<file path="config.mk">
export PLATFORM = sky130hd
export DESIGN_NAME = rpsc_core
export DESIGN_NICKNAME = d
export VERILOG_FILES = /design/src/logic/rpsc_pkg.sv /design/src/logic/rpsc_core.sv
export SDC_FILE = /design/constraint.sdc
export NUM_CORES = 1
export LEC_CHECK = 0
export BUFFER_PORTS_ARGS = -buffer_cell sky130_fd_sc_hd__buf_2
export CORE_ASPECT_RATIO = 1.5
export CORE_MARGIN = 3
export CORE_UTILIZATION = 44
export CTS_BUF_LIST = sky130_fd_sc_hd__clkbuf_8
export DETAILED_ROUTE_END_ITERATION = 16
export PLACE_DENSITY = 0.77
export SYNTH_ARGS = -nofsm -noshare
export SYNTH_HDL_FRONTEND = slang
export SYNTH_SLANG_ARGS = --single-unit
</file>
<file path="constraint.sdc">
create_clock -name clk -period 1.4 [get_ports clk]
set_input_delay 0.42 -clock clk [delete_from_list [all_inputs] [get_ports clk]]
set_output_delay 0.42 -clock clk [all_outputs]
set_load 0.02 [all_outputs]
</file>
<file path="src/logic/rpsc_pkg.sv">
/*
 * Shared constants and types for the retimer strap and mode control block.
 * Assumes three-level straps reach the core already resolved into a two-bit code.
 */
`default_nettype none

package rpsc_pkg;

    // Resolved three-level strap code
    typedef enum logic [1:0] {
        RPSC_LVL_LOW,
        RPSC_LVL_MID,
        RPSC_LVL_HIGH,
        RPSC_LVL_BAD
    } rpsc_level_t;

    // De-emphasis choices
    localparam logic [1:0] DEEMPH_0DB = 2'h0;
    localparam logic [1:0] DEEMPH_M2DB = 2'h1;

    // Equalizer choices
    localparam logic [1:0] EQ_FIXED_LOW = 2'h0;
    localparam logic [1:0] EQ_ADAPTIVE = 2'h1;
    localparam logic [1:0] EQ_FIXED_HIGH = 2'h2;

    // Transmit termination choices
    localparam logic [1:0] TERM_AUTO = 2'h0;
    localparam logic [1:0] TERM_OFF = 2'h1;
    localparam logic [1:0] TERM_DIFF = 2'h2;

    // Lane swap choices
    localparam logic [1:0] LANE_NORMAL = 2'h0;
    localparam logic [1:0] LANE_ORDER_SWAP = 2'h1;
    localparam logic [1:0] LANE_POL_SWAP = 2'h2;

    // Data-rate band from the rate detector
    localparam logic [1:0] RATE_BELOW_2G = 2'h0;
    localparam logic [1:0] RATE_2G_TO_3G4 = 2'h1;
    localparam logic [1:0] RATE_ABOVE_3G4 = 2'h2;

    // Reset values
    localparam logic [1:0] DEEMPH_RST = 2'h0;
    localparam logic [1:0] EQ_RST = 2'h1;
    localparam logic [1:0] TERM_RST = 2'h0;
    localparam logic [1:0] LANE_RST = 2'h0;
    localparam logic [2:0] ADDR_RST = 3'h0;

    // Width of the I2C slave address bits this block supplies
    localparam int ADDR_BITS = 3;

    // Cycles the block holds its internal reset after operation enable falls
    localparam int RESET_HOLD_CYCLES = 2;

endpackage

`default_nettype wire

</file>
<file path="src/logic/rpsc_core.sv">
/*
 * Strap decoding and control-mode logic of a serial video link retimer.
 * Assumes every input is synchronous to clk. Each strap comes in already resolved to
 * a low, mid or high code. The datapath consumes the decoded settings.
 */
`default_nettype none

// What this block does
// Power down while operation enable is low, except during the reset pulse
// Falling operation enable resets the device
// Detect off: termination stays connected unless powered down
// Detect on: standby without valid clock
// De-emphasis strap: low -2dB, open 0dB
// I2C mode: de-emphasis from I2C setting
// Equalizer strap: 7.5dB, adaptive, 14dB
// I2C mode: equalizer pin is address bit1
// Mode select high I2C, low strap
// Strap mode ignores I2C writes to straps
// High address input gives address bit2
// Termination strap: high off, open auto
// Auto termination only from 2 to 3.4G
// Swap strap: high polarity in retimer mode, low order
// Board uses 65k resistors or leaves open
// Straps latched at reset or power-up exit
module rpsc_core (
    input wire logic clk,
    input wire logic nrst,
    input wire logic operation_enable,
    input wire logic signal_detect_enable,
    input wire logic input_clock_valid,
    input wire logic control_mode_select,
    input wire logic [1:0] deemphasis_strap,
    input wire logic [1:0] equalizer_strap_addr_bit1,
    input wire logic high_address_select,
    input wire logic [1:0] transmit_termination_strap,
    input wire logic [1:0] lane_swap_polarity_strap,
    input wire logic i2c_cfg_write,
    input wire logic [1:0] i2c_deemphasis,
    input wire logic [1:0] i2c_equalizer,
    input wire logic [1:0] i2c_termination,
    input wire logic [1:0] i2c_lane_mode,
    input wire logic [1:0] rate_band,
    input wire logic retimer_mode,
    output logic power_down,
    output logic device_reset,
    output logic standby,
    output logic signal_detect_active,
    output logic rx_termination_on,
    output logic i2c_mode,
    output logic [2:0] i2c_slave_addr,
    output logic [1:0] deemphasis_sel,
    output logic [1:0] equalizer_sel,
    output logic [1:0] tx_termination_sel,
    output logic [1:0] lane_mode_sel,
    output logic strap_reserved_err
);

    localparam logic [1:0] HOLD_MAX = 2'(rpsc_pkg::RESET_HOLD_CYCLES);

    // The hold counter is two bits wide, so longer holds would wrap early
    if (rpsc_pkg::RESET_HOLD_CYCLES < 1 || rpsc_pkg::RESET_HOLD_CYCLES > 3) begin : g_hold_check
        $error("Reset hold count does not fit the hold counter");
    end

    typedef enum logic [1:0] {
        RPSC_ST_OFF,
        RPSC_ST_RESET,
        RPSC_ST_SAMPLE,
        RPSC_ST_RUN
    } rpsc_state_t;

    rpsc_state_t state_q, state_d;
    logic oe_prev_q, oe_prev_d;
    logic [1:0] hold_q, hold_d;
    logic mode_q, mode_d;
    logic [1:0] deemph_q, deemph_d;
    logic [1:0] eq_q, eq_d;
    logic [1:0] term_cfg_q, term_cfg_d;
    logic [1:0] term_q, term_d;
    logic [1:0] lane_q, lane_d;
    logic [2:0] addr_q, addr_d;
    logic pd_q, pd_d;
    logic rst_q, rst_d;
    logic stby_q, stby_d;
    logic det_q, det_d;
    logic rxterm_q, rxterm_d;
    logic err_q, err_d;
    logic [1:0] lane_eff;
    logic [1:0] lane_d_out;
    logic [1:0] lane_out_q;

    always_comb begin
        state_d = state_q;
        hold_d = hold_q;
        oe_prev_d = operation_enable;
        mode_d = mode_q;
        deemph_d = deemph_q;
        eq_d = eq_q;
        term_cfg_d = term_cfg_q;
        lane_d = lane_q;
        addr_d = addr_q;
        err_d = err_q;
        case (state_q)
            RPSC_ST_OFF: begin
                if (operation_enable) begin
                    state_d = RPSC_ST_SAMPLE;
                end
            end
            RPSC_ST_RESET: begin
                // Reset pulse is held a few cycles so the datapath sees it reliably
                if (hold_q == HOLD_MAX - 2'h1) begin
                    hold_d = 2'h0;
                    state_d = operation_enable ? RPSC_ST_SAMPLE : RPSC_ST_OFF;
                end else begin
                    hold_d = hold_q + 2'h1;
                end
            end
            RPSC_ST_SAMPLE: begin
                // Straps captured once, so later board noise cannot retune the link
                mode_d = control_mode_select;
                addr_d[2] = high_address_select;
                addr_d[0] = 1'b0;
                err_d = 1'b0;
                if (control_mode_select) begin
                    // Two-level use of the equalizer pin: only the high code counts
                    addr_d[1] = (equalizer_strap_addr_bit1 == rpsc_pkg::RPSC_LVL_HIGH);
                    deemph_d = i2c_deemphasis;
                    eq_d = i2c_equalizer;
                    term_cfg_d = i2c_termination;
                    lane_d = i2c_lane_mode;
                end else begin
                    addr_d[1] = 1'b0;
                    case (deemphasis_strap)
                        rpsc_pkg::RPSC_LVL_LOW: deemph_d = rpsc_pkg::DEEMPH_M2DB;
                        rpsc_pkg::RPSC_LVL_MID: deemph_d = rpsc_pkg::DEEMPH_0DB;
                        default: begin
                            deemph_d = rpsc_pkg::DEEMPH_0DB;
                            err_d = 1'b1;
                        end
                    endcase
                    case (equalizer_strap_addr_bit1)
                        rpsc_pkg::RPSC_LVL_LOW: eq_d = rpsc_pkg::EQ_FIXED_LOW;
                        rpsc_pkg::RPSC_LVL_HIGH: eq_d = rpsc_pkg::EQ_FIXED_HIGH;
                        default: eq_d = rpsc_pkg::EQ_ADAPTIVE;
                    endcase
                    case (transmit_termination_strap)
                        rpsc_pkg::RPSC_LVL_HIGH: term_cfg_d = rpsc_pkg::TERM_OFF;
                        rpsc_pkg::RPSC_LVL_LOW: begin
                            term_cfg_d = rpsc_pkg::TERM_AUTO;
                            err_d = 1'b1;
                        end
                        default: term_cfg_d = rpsc_pkg::TERM_AUTO;
                    endcase
                    case (lane_swap_polarity_strap)
                        rpsc_pkg::RPSC_LVL_HIGH: lane_d = rpsc_pkg::LANE_POL_SWAP;
                        rpsc_pkg::RPSC_LVL_LOW: lane_d = rpsc_pkg::LANE_ORDER_SWAP;
                        default: lane_d = rpsc_pkg::LANE_NORMAL;
                    endcase
                end
                state_d = RPSC_ST_RUN;
            end
            RPSC_ST_RUN: begin
                // I2C updates only reach the settings in I2C mode
                if (mode_q && i2c_cfg_write) begin
                    deemph_d = i2c_deemphasis;
                    eq_d = i2c_equalizer;
                    term_cfg_d = i2c_termination;
                    lane_d = i2c_lane_mode;
                end
            end
            default: state_d = RPSC_ST_OFF;
        endcase
        if (oe_prev_q && !operation_enable) begin
            state_d = RPSC_ST_RESET;
            hold_d = 2'h0;
            mode_d = 1'b0;
            deemph_d = rpsc_pkg::DEEMPH_RST;
            eq_d = rpsc_pkg::EQ_RST;
            term_cfg_d = rpsc_pkg::TERM_RST;
            lane_d = rpsc_pkg::LANE_RST;
            addr_d = rpsc_pkg::ADDR_RST;
        end
    end

    always_comb begin
        // Polarity inversion is a retimer feature; redriver falls back to normal
        lane_eff = lane_q;
        if (lane_q == rpsc_pkg::LANE_POL_SWAP && !retimer_mode) begin
            lane_eff = rpsc_pkg::LANE_NORMAL;
        end
        term_d = term_cfg_q;
        if (term_cfg_q == rpsc_pkg::TERM_AUTO) begin
            term_d = (rate_band == rpsc_pkg::RATE_2G_TO_3G4) ?
                     rpsc_pkg::TERM_DIFF : rpsc_pkg::TERM_AUTO;
        end
        lane_d_out = lane_eff;
        pd_d = (state_d == RPSC_ST_OFF);
        rst_d = (state_d == RPSC_ST_RESET);
        det_d = signal_detect_enable && (state_d == RPSC_ST_RUN);
        stby_d = det_d && !input_clock_valid;
        rxterm_d = !pd_d && !stby_d;
    end

    always_ff @(posedge clk or negedge nrst) begin
        if (!nrst) begin
            state_q <= RPSC_ST_OFF;
            hold_q <= 2'h0;
            oe_prev_q <= 1'b0;
            mode_q <= 1'b0;
            deemph_q <= rpsc_pkg::DEEMPH_RST;
            eq_q <= rpsc_pkg::EQ_RST;
            term_cfg_q <= rpsc_pkg::TERM_RST;
            term_q <= rpsc_pkg::TERM_RST;
            lane_q <= rpsc_pkg::LANE_RST;
            lane_out_q <= rpsc_pkg::LANE_RST;
            addr_q <= rpsc_pkg::ADDR_RST;
            err_q <= 1'b0;
            pd_q <= 1'b1;
            rst_q <= 1'b0;
            det_q <= 1'b0;
            stby_q <= 1'b0;
            rxterm_q <= 1'b0;
        end else begin
            state_q <= state_d;
            hold_q <= hold_d;
            oe_prev_q <= oe_prev_d;
            mode_q <= mode_d;
            deemph_q <= deemph_d;
            eq_q <= eq_d;
            term_cfg_q <= term_cfg_d;
            term_q <= term_d;
            lane_q <= lane_d;
            lane_out_q <= lane_d_out;
            addr_q <= addr_d;
            err_q <= err_d;
            pd_q <= pd_d;
            rst_q <= rst_d;
            det_q <= det_d;
            stby_q <= stby_d;
            rxterm_q <= rxterm_d;
        end
    end

    assign power_down = pd_q;
    assign device_reset = rst_q;
    assign standby = stby_q;
    assign signal_detect_active = det_q;
    assign rx_termination_on = rxterm_q;
    assign i2c_mode = mode_q;
    assign i2c_slave_addr = addr_q;
    assign deemphasis_sel = deemph_q;
    assign equalizer_sel = eq_q;
    assign tx_termination_sel = term_q;
    assign lane_mode_sel = lane_out_q;
    assign strap_reserved_err = err_q;

endmodule

`default_nettype wire

</file>
## Word-level counts from Yosys, hierarchy flattened

Index checks and enable logic that the tools add are counted.

- Flip-flop bits (word level): 27
- Input bits: 27
- Output and inout bits: 18
- Word-level logic and storage cells: 93

- Add/sub/neg operators: 1
- Equality and inequality tests: 13
- Mux-type cells: 39
- Reductions and logical operators: 23

Operators with widths:

| cell | number |
|---|---|
| two-way mux 2 bit | 22 |
| one-hot mux 2 bit (2 select lines) | 6 |
| equality test 2 bit, second input constant | 7 |
| zero test 2 bit | 7 |
| equality test 2 x 1 -> 1 bit, second input constant | 5 |
| two-way mux 1 bit | 8 |
| logical AND 1 bit | 6 |
| two-way mux 3 bit | 2 |
| one-hot mux 2 bit (3 select lines) | 1 |
| zero test 1 bit | 5 |
| nonzero test 2 bit | 2 |
| inequality test 3 bit, second input constant | 1 |
| nonzero test 3 bit | 1 |
| adder 2 x 1 -> 2 bit, second input constant | 1 |
| AND reduction 2 bit | 1 |
| OR reduction 2 bit | 1 |

## Longest topological paths before layout

Gate-level depths: netlist of the first run.

- Depth in word-level cells: 9
- Gate-level depth with buffers: 4
- Depth with buffers taken out: 3

## Worst setup path after synthesis of the first run

OpenSTA, ideal clock, no wires.

- Kind: reg2reg
- Start: reg mode_q, in the netlist i2c_mode
- End: reg deemph_q[1], in the netlist deemphasis_sel[1]
- Setup time: 128 ps
- Data arrival time: 1258 ps
- Data required time: 1272 ps
- Path slack: 15 ps
- Stages on the path, launching flop included: 4
- Path buffers: 0
- Clock period less this slack: 1385 ps
- Cell sequence: dfrtp_1 > a21bo_2 > a21oi_4 > mux2_1

- Cells in the longest elaborated chain, start to end: 3

RTL lines:

| item | line | source |
|---|---|---|
| start, declared | rpsc_core.sv:75 | `logic mode_q, mode_d;` |
| start signal, assigned | rpsc_core.sv:227 | `mode_q <= mode_d;` |
| logical AND 1 bit | rpsc_core.sv:164 | `if (mode_q && i2c_cfg_write) begin` |
| inequality test 3 bit (no line) | n/a |  |
| AND reduction 2 bit (no line) | n/a |  |
| end signal, assigned | rpsc_core.sv:210 | `deemph_q <= rpsc_pkg::DEEMPH_RST;` |
| end signal, assigned | rpsc_core.sv:228 | `deemph_q <= deemph_d;` |
| end, declared | rpsc_core.sv:76 | `logic [1:0] deemph_q, deemph_d;` |

Every way passes these cells.
A chain may end at the register's enable or synchronous reset.

## Final worst setup path of the first run

- Start: reg eq_q[0], in the netlist equalizer_sel[0]
- End: out equalizer_sel[0]

RTL lines:

| item | line | source |
|---|---|---|
| start, declared | rpsc_core.sv:77 | `logic [1:0] eq_q, eq_d;` |
| start signal, assigned | rpsc_core.sv:211 | `eq_q <= rpsc_pkg::EQ_RST;` |
| start signal, assigned | rpsc_core.sv:229 | `eq_q <= eq_d;` |
| end, declared | rpsc_core.sv:52 | `output logic [1:0] equalizer_sel,` |

No word-level cell between the ends.

==> out/metrics.cfg, run 1 <==
[status]
status=finished, final reports clean

[placed_design]
dpl_cell_area_mm2=0.00138
pre_cts_ws_ns=0.0282
hpwl_um=1760
place_congestion=0.723
port_buffers=43

[clock_tree]
cts_buffers=3
insertion_delay_ns=0.26
clk_pin_slew_ns=0.09
clockBufferDepth=2
cts.sinks=26
hold_buffers=0
cts_tree=yes
root_buffer=clkbuf_8
ctsHtreeMaxLevel=1

[worst_setup_path]
critPathSlowestCell=dfstp_2
crit_family=flip-flops
critPathBufInv=1
cp-start-kind=register
cp-end-kind=output pin
worstPathRequired_ns=0.98
worstSetupPathType=reg -> out
critPathArrivalTime_ns=0.95
critPathMaxStageDelay_ns=0.53
crit_chain=buf_2
cp_max_fo=2

[power]
clkPwrFrac_pct=16.9
swShare_pct=36.4
p_leak_nw=0.745
p_int_mw=1.78
p_sw_mw=1.02
pwr-share-comb_pct=39.9
ir_drop_mv=1.16
power.density_mw_per_mm2=1960
power_frac_seq_pct=43.2

[synth]
avgSynthCellArea_um2=12.0
syn-cell-area_mm2=0.00110
synth_edf_count=0
synth_area_leaders=dfrtp_1 (54%), mux2i_1 (6.3%), dfstp_2 (4.8%)
synthDistinctLibCells=29
yosysMostFrequentCell=dfrtp_1
seq_area_frac_synth_pct=59.2
yosys_register_bits=26
synth_ff_type=dfrtp_1
syn_inst=92
synthArstFlopShare_pct=100
synth.top_cells.by_count=dfrtp_1 (24), nor2_1 (10), mux2i_1 (7), nand2_1 (6)
synth_top_area_share_pct=54.4
syn_nets=119
yosysTopAreaCell=dfrtp_1
yosysWarnings=0

[final_layout]
seqCellArea_um2=653
fillerInstances=194
syn2layout_area_growth_pct=29.7
antenna_cells=0
multi_input_area_um2=419
num-nets-final=169
final_area_mm2=0.00143
drive_gt1_share_pct=42.6
utilization_pct=61.9

[global_routing]
antenna_found_initial=0
grt_max_degree=27
grt_pass1_vias=800
overflow=0
grtUsageTotal_pct=15.6
grt_pass1_wl_um=3620

[timing]
finClkSkew_ns=0.00253
setup_viol=0
relSlewSlack_pct=62.4
hold-worst-slack_ns=0.140
drv_slew=0
setup_tns_ns=0
worstMarginPinSlew_ns=0.564
fin_crit_sh_pct=98.0
rsz0062_at_grt=no
hold_viol_final=0
period_needed_ns=1.37
fin_ws_ns=0.0282
timing.fmax_mhz=729

[routing]
viasPerCell=5.05
vias=829
firstDrtPassIters=4
wl_per_cell_um=13.5
ant_nets=0
routed_wl_um=2210
drt_iter0_markers=11
remaining_drc_errors=0

[floorplan]
die_w_um=46.9
start_util_pct=47.7
die_h_um=67.3
ios=45
std_cell_rows=21
die_area_mm2=0.00316
core_mm2=0.00231

[job]
drv_cap=0

[min_path]
hp-class=in -> async

final cells by class:
cell class,instances,share of cell area (%)
inverters,2,0.524
flip-flops and latches,26,45.6
clock buffers,4,3.85
well taps,23,2.01
multi-input cells,59,29.3
repair buffers,50,18.7
path summary, 6_finish.rpt:
kind                                                   start                         endpoint  slack, ns  cells past startpoint
worst max-delay path            equalizer_sel[0]$_DFFE_PN1P_                 equalizer_sel[0]       0.03                      1
worst min-delay path                                    nrst       lane_mode_sel[0]$_DFF_PN0_       0.14                      1
worst max register to register          state_q[1]$_DFF_PN0_            lane_q[1]$_DFFE_PN0P_       0.09                      4
worst min register to register     term_cfg_q[0]$_DFFE_PN0P_  tx_termination_sel[0]$_DFF_PN0_       0.42                      0
max in group asynchronous                               nrst     equalizer_sel[0]$_DFFE_PN1P_       0.89                      1
min in group clk                            operation_enable              oe_prev_q$_DFF_PN0_       0.32                      1
layer usage:
layer	part of all wire, %	up-vias	GRT usage, %
li1	-	411	-
met5	0	-	0
met2	52	29	25.3
met1	39	387	19.6
met4	1.4	0	7.27
met3	6.9	2	2.67
cells in the final DEF, fill, tap and decap left out:
cell,Yosys,routed
nand2_1,6,6
o22ai_1,1,1
a2111oi_1,0,1
o21a_1,1,1
nor3b_1,3,3
clkbuf_8,0,4
nand2b_1,3,3
a2bb2oi_1,1,1
o2bb2ai_1,5,5
nand3_1,1,1
nor2b_1,5,5
a21oi_1,2,2
or2_2,1,1
nor2_1,10,10
buf_4,1,7
o31ai_1,1,1
nand4b_1,1,1
mux2_1,3,3
xnor2_1,1,1
conb_1,1,1
a21bo_2,1,1
dfstp_2,2,2
inv_1,2,2
dfrtp_1,24,24
a22o_1,1,1
nor3_1,1,1
mux2i_1,7,7
buf_2,2,43
a21oi_4,2,2
power by group through the flow:
stage,Sequential (mW),Clock [mW],Combinational [mW]
floorplan,1.41,0,0.534
global placement,1.21,0,1.10
detailed placement,1.22,0,1.13
CTS,1.21,0.484,1.13
global route,1.25,0.506,1.23
finish,1.21,0.473,1.12
per-stage QoR:
stage                     std cells  total power [mW]
final                           164              2.80
after global routing            164              2.99
after CTS                       164              2.82
after detailed placement        160              2.35
after global placement          160              2.31
after floorplan                  92              1.94
flip-flops by register name (all words and copies together) (netlist names):
register	cells
device_reset	1
equalizer_sel	2
lane_mode_sel	2
tx_termination_sel	2
power_down	1
i2c_slave_addr	2
standby	1
oe_prev_q	1
i2c_mode	1
strap_reserved_err	1
lane_q	2
term_cfg_q	2
state_q	2
deemphasis_sel	2
signal_detect_active	1
rx_termination_on	1
hold_q	2
cell families (layout without fill, tap and decap cells):
logic type      after synthesis  after routing  synth area share (%)
other cells                   1              1                 0.340
compound gates               16             16                  13.0
xor+xnor                      1              1                 0.794
buf+inv                       7             56                  2.95
mux                          10             10                  9.41
simple gates                 31             31                  14.3
flops                        26             26                  59.2
timing repair:
item / in CTS / in global routing
endpoints found under the setup margin: 0 / 1
buffers inserted: 0 / 0
hold endpoints to repair: 0 / 0
resized for setup: 0 / 1
Note: power is estimated with default switching activity, not from simulation.
==> run 2, diff against run 1 <==
--- a/config.mk
+++ b/config.mk
@@ -11,7 +11,8 @@
 export CORE_UTILIZATION = 44
 export CTS_BUF_LIST = sky130_fd_sc_hd__clkbuf_8
 export DETAILED_ROUTE_END_ITERATION = 16
-export PLACE_DENSITY = 0.77
+export GPL_TIMING_DRIVEN = 0
+export PLACE_DENSITY = 0.78
 export SYNTH_ARGS = -nofsm -noshare
 export SYNTH_HDL_FRONTEND = slang
 export SYNTH_SLANG_ARGS = --single-unit
==> constraint.sdc (replaced) <==
create_clock -name clk -period 1.4 [get_ports clk]
set_input_delay 0.28 -clock clk [delete_from_list [all_inputs] [get_ports clk]]
set_output_delay 0.28 -clock clk [all_outputs]
set_load 0.02 [all_outputs]
==> run 2 against run 1 <==
Compared with the run above: fmax is 1.1% higher; sequential share of layout area is 0.15 points lower; combinational power is 5% higher; register-to-register slack worse by 0.05 ns; via count is 0.72% higher; largest cell class unchanged; global-route usage is 0.40 points higher; critical endpoint is now term_cfg_q[1]$_DFFE_PN0P_; die area stayed put; largest power group unchanged; utilization is 0.32 points higher; clock skew is 0.0011 ns lower; the flow now finishes with violations (negative hold slack); first-iteration DRC count is 45% lower; non-clock buffer count is 3 higher.
==> out/metrics.cfg, run 2 (synthesis results as in run 1) <==
[status]
status=complete, but fails checks
violations=negative hold slack

[clock_tree]
clockBufferDepth=2
clk_pin_slew_ns=0.08
cts_buffers=3
ctsHtreeMaxLevel=1
hold_buffers=0
insertion_delay_ns=0.26
cts_tree=yes
cts.sinks=26
root_buffer=clkbuf_8

[timing]
hold_viol_final=24
rsz0062_at_grt=no
finClkSkew_ns=0.00139
drv_slew=0
fin_crit_sh_pct=96.9
period_needed_ns=1.36
timing.fmax_mhz=737
hold-worst-slack_ns=-0.00768
relSlewSlack_pct=63.6
fin_ws_ns=0.0435
worstMarginPinSlew_ns=0.546
setup_viol=0

[placed_design]
place_congestion=0.705
pre_cts_ws_ns=-0.108
placed_cells=158
port_buffers=43
hpwl_um=1650

[floorplan]
ios=45
core_mm2=0.00231
std_cell_rows=21
die_w_um=46.9
start_util_pct=47.7
die_area_mm2=0.00316
die_h_um=67.3

[power]
ir_drop_mv=0.913
p_total_mw=2.76
pwr-share-comb_pct=42.5
power_frac_seq_pct=43.0
swShare_pct=36.7
p_leak_nw=0.747
clkPwrFrac_pct=14.5
p_sw_mw=1.01
p_int_mw=1.75
power.density_mw_per_mm2=1920

[global_routing]
grtUsageTotal_pct=16.0
overflow=0
grt_pass1_wl_um=3590
grt_pass1_vias=821
antenna_found_initial=0
grt_max_degree=27

[worst_setup_path]
cp-start-kind=register
cp_max_fo=5
critPathSlowestCell=dfrtp_2
worstSetupPathType=reg -> reg
critPathArrivalTime_ns=1.50
critPathMaxStageDelay_ns=0.42
worstPathRequired_ns=1.55
crit_chain=a21bo_2 > a21oi_4 > mux2_1
cp-end-kind=register

[job]
drv_cap=0

[final_layout]
fin_cells=166
num-nets-final=172
layout_commonest_cell=buf_2
final_cell_mix=buf_2 (44), dfrtp_1 (23), nor2_1 (10)
multi_input_area_um2=427
antenna_cells=0
syn2layout_area_growth_pct=30.4
seqCellArea_um2=654
drive_gt1_share_pct=43.4
fillerInstances=204

[routing]
vias=835
remaining_drc_errors=0
firstDrtPassIters=3
wl_per_cell_um=13.1
ant_nets=0
viasPerCell=5.03
routed_wl_um=2180
drt_iter0_markers=6

[min_path]
hp-class=in -> async

[run 2: power groups by stage]
stage	Clock (mW)	Sequential (mW)	Combinational (mW)
floorplan	0	1.41	0.534
global placement	0	1.19	1.07
detailed placement	0	1.20	1.09
CTS	0.411	1.19	1.12
global route	0.441	1.22	1.30
finish	0.400	1.19	1.18
[run 2: critical path: cells and delay by family, from the launching register on]
family	cells	cell delay (ns)
mux	1	0.35
compound gates	2	0.47
flops	1	0.42
[run 2: through the flow]
stage / instance area (um2) / utilization (%) / setup TNS (ns)
3_3_place_gp: 1350 / 58.3 / -0.145
3_5_place_dp: 1350 / 58.3 / -0.185
2_1_floorplan: 1100 / - / 0
4_1_cts: 1410 / 60.8 / 0
5_1_grt: 1440 / 62.2 / 0
6_report: 1440 / 62.2 / 0
[run 2: area by class of cell]
| type | instances | area share, % |
|---|---|---|
| plain buffers | 4 | 1.39 |
| clock buffers | 3 | 2.87 |
| inverters | 2 | 0.522 |
| multi-input cells | 59 | 29.7 |
| flip-flops and latches | 26 | 45.5 |
| well taps | 23 | 2.00 |
| repair buffers | 49 | 18.1 |
[run 2: timing repair]
item,CTS,global route
buffers inserted,2,4
resized for setup,1,3
pin swaps,0,0
setup endpoints to repair,2,5
[run 2: routing by layer]
layer | share of wire, % | global-route usage [%] | vias up
met5 | 0 | 0 | -
met4 | 2.7 | 9.34 | 0
met3 | 5.8 | 2.40 | 5
met2 | 53 | 26.5 | 25
met1 | 38 | 18.8 | 390
li1 | - | - | 415
[run 2: worst paths after layout]
check                                             start                             to  slack [ns]  depth (start not counted)
max reg2reg                        state_q[0]$_DFF_PN0_      term_cfg_q[1]$_DFFE_PN0P_        0.04                          3
max                                state_q[0]$_DFF_PN0_      term_cfg_q[1]$_DFFE_PN0P_        0.04                          3
min in group clk                      input_clock_valid              standby$_DFF_PN0_        0.18                          2
min                                                nrst  deemphasis_sel[0]$_DFFE_PN0P_      -0.008                          1
min reg2reg                equalizer_sel[0]$_DFFE_PN1P_   equalizer_sel[0]$_DFFE_PN1P_        0.47                          2
max in group asynchronous                          nrst           state_q[0]$_DFF_PN0_        1.01                          1
==> run 3, diff against run 2 <==
--- a/config.mk
+++ b/config.mk
@@ -8,11 +8,11 @@
 export BUFFER_PORTS_ARGS = -buffer_cell sky130_fd_sc_hd__buf_2
 export CORE_ASPECT_RATIO = 1.5
 export CORE_MARGIN = 3
-export CORE_UTILIZATION = 44
+export CORE_UTILIZATION = 49
 export CTS_BUF_LIST = sky130_fd_sc_hd__clkbuf_8
 export DETAILED_ROUTE_END_ITERATION = 16
 export GPL_TIMING_DRIVEN = 0
-export PLACE_DENSITY = 0.78
+export PLACE_DENSITY = 0.82
 export SYNTH_ARGS = -nofsm -noshare
 export SYNTH_HDL_FRONTEND = slang
 export SYNTH_SLANG_ARGS = --single-unit
==> constraint.sdc (replaced) <==
create_clock -name clk -period 1.25 [get_ports clk]
set_input_delay 0.25 -clock clk [delete_from_list [all_inputs] [get_ports clk]]
set_output_delay 0.25 -clock clk [all_outputs]
set_load 0.02 [all_outputs]
==> run 3 against run 2 <==
Compared with the run above: the flow finishes with violations (negative setup slack); clock skew increased by 0.00055 ns; sequential power increased by 12%; first-iteration DRC count increased by 100%; setup slack got worse by 0.086 ns; largest cell class unchanged; highest routed layer unchanged; die area decreased by 9.1%; power increased by 17%; clock-buffer cell count unchanged; utilization increased by 9.6 points.
==> out/metrics.cfg, run 3 (synthesis results as in run 1) <==
[timing]
relSlewSlack_pct=62.7
finClkSkew_ns=0.00193
fin_crit_sh_pct=103
period_needed_ns=1.29
setup_viol=4
timing.fmax_mhz=774
rsz0062_at_grt=yes
worstMarginPinSlew_ns=0.559
hold_viol_final=0
fin_ws_ns=-0.0426
drv_slew=0

[clock_tree]
clk_pin_slew_ns=0.08
cts_tree=yes
root_buffer=clkbuf_8
cts.sinks=26
cts_buffers=3
clockBufferDepth=2
insertion_delay_ns=0.26
ctsHtreeMaxLevel=1

[min_path]
whs_path_depth=2
hp-class=in -> reg
holdCritStartpoint=input_clock_valid

[floorplan]
die_w_um=44.8
ios=45
std_cell_rows=20
die_area_mm2=0.00287
core_mm2=0.00208
start_util_pct=53.1
die_h_um=64.1

[placed_design]
place_congestion=0.777
placed_cells=157
hpwl_um=1690
port_buffers=43

[power]
pwr-share-comb_pct=44.9
p_leak_nw=0.774
clkPwrFrac_pct=14.1
power.density_mw_per_mm2=2170
p_sw_mw=1.18
swShare_pct=36.5
ir_drop_mv=1.56
power_frac_seq_pct=41.1
p_int_mw=2.05

[routing]
firstDrtPassIters=4
ant_nets=0
viasPerCell=5.17
drt_iter0_markers=12
wl_per_cell_um=13.6
vias=863
routed_wl_um=2270
remaining_drc_errors=0

[worst_setup_path]
reg2regPathDepth=3
crit_chain=a21bo_4 > a21oi_4 > mux2_4
worstPathRequired_ns=1.40
critPathMaxStageDelay_ns=0.42
cp-end-kind=register
critPathArrivalTime_ns=1.44
worstSetupPathType=reg -> reg
worstReg2RegStart=state_q[0]$_DFF_PN0_
critPathSlowestCell=dfrtp_2
cp_max_fo=4
startpoint=state_q[0]$_DFF_PN0_
cp-start-kind=register

[final_layout]
antenna_cells=0
num-nets-final=173
utilization_pct=71.8
final_cell_mix=buf_2 (44), dfrtp_1 (22), nor2_1 (10)
syn2layout_area_growth_pct=35.1
layout_commonest_cell=buf_2
fin_cells=167
drive_gt1_share_pct=46.2

[job]
drv_cap=0

[global_routing]
grtUsageTotal_pct=16.4
grt_pass1_wl_um=3620
overflow=0
grt_pass1_vias=898
grt_max_degree=27
antenna_found_initial=0

[status]
status=complete, but fails checks
violations=negative setup slack

run 3: changes by cell type in the layout (fill, tap and decap cells not counted), sizes merged:
cell / previous run / this run
dlygate4sd3: 0 / 1
inv: 2 / 3
run 3: worst max-delay path: cells and delay by family (launching register included):
family / cells / cell delay [ns]
muxes: 1 / 0.32
AOI/OAI and AO/OA: 2 / 0.45
DFF: 1 / 0.42
run 3: cell type report:
cell class,instances,area [um2]
Inverter,2,7.51
Clock buffer,3,41.3
Tap cell,22,27.5
Multi-Input combinational cell,59,449
Clock inverter,1,3.75
Fill cell,155,586
Timing Repair Buffer,50,287
Sequential cell,26,656
Buffer,4,20.0
run 3: power groups by stage:
stage / sequential [mW] / combinational (mW) / clock, mW
final: 1.33 / 1.45 / 0.455
after global routing: 1.36 / 1.56 / 0.507
after CTS: 1.33 / 1.43 / 0.467
after detailed placement: 1.35 / 1.28 / 0
after global placement: 1.34 / 1.24 / 0
after floorplan: 1.59 / 0.642 / 0
run 3: final timing paths:
path / slack [ns] / to
max in group asynchronous: 0.34 / i2c_mode$_DFFE_PN0P_
hold reg to reg: 0.48 / equalizer_sel[0]$_DFFE_PN1P_
min in group asynchronous: 0.51 / rx_termination_on$_DFF_PN0_
setup / recovery: -0.04 / deemphasis_sel[1]$_DFFE_PN0P_
hold / removal: 0.15 / standby$_DFF_PN0_
setup reg to reg: -0.04 / deemphasis_sel[1]$_DFFE_PN0P_
run 3: metal layers:
| metal | track usage (%) | routed length, um | vias up |
|---|---|---|---|
| li1 | - | - | 420 |
| met1 | 16.9 | 885 | 418 |
| met2 | 31.7 | 1260 | 23 |
| met3 | 2.82 | 109 | 2 |
| met4 | 4.53 | 11 | 0 |
| met5 | 0 | 0 | - |
run 3: metrics by stage:
stage	worst slack, ns	hold slack, ns	instance area (um2)	setup TNS, ns	power, mW
after floorplan	-0.0752	-0.0456	1120	-0.150	2.23
after global placement	-0.187	0.265	1360	-0.538	2.58
after detailed placement	-0.188	0.277	1360	-0.775	2.63
after CTS	-0.0430	0.147	1480	-0.129	3.23
after global routing	-0.0979	0.144	1490	-0.735	3.43
final	-0.0426	0.150	1490	-0.0978	3.23
run 3: timing repair:
action | 4_1_cts | 5_1_grt
endpoints found under the hold margin | 24 | 0
pin swaps | 1 | 1
gates resized for setup | 5 | 2
hold buffers | 1 | 0
buffers inserted | 5 | 1
setup endpoints to repair | 8 | 11
gates cloned | 0 | 0
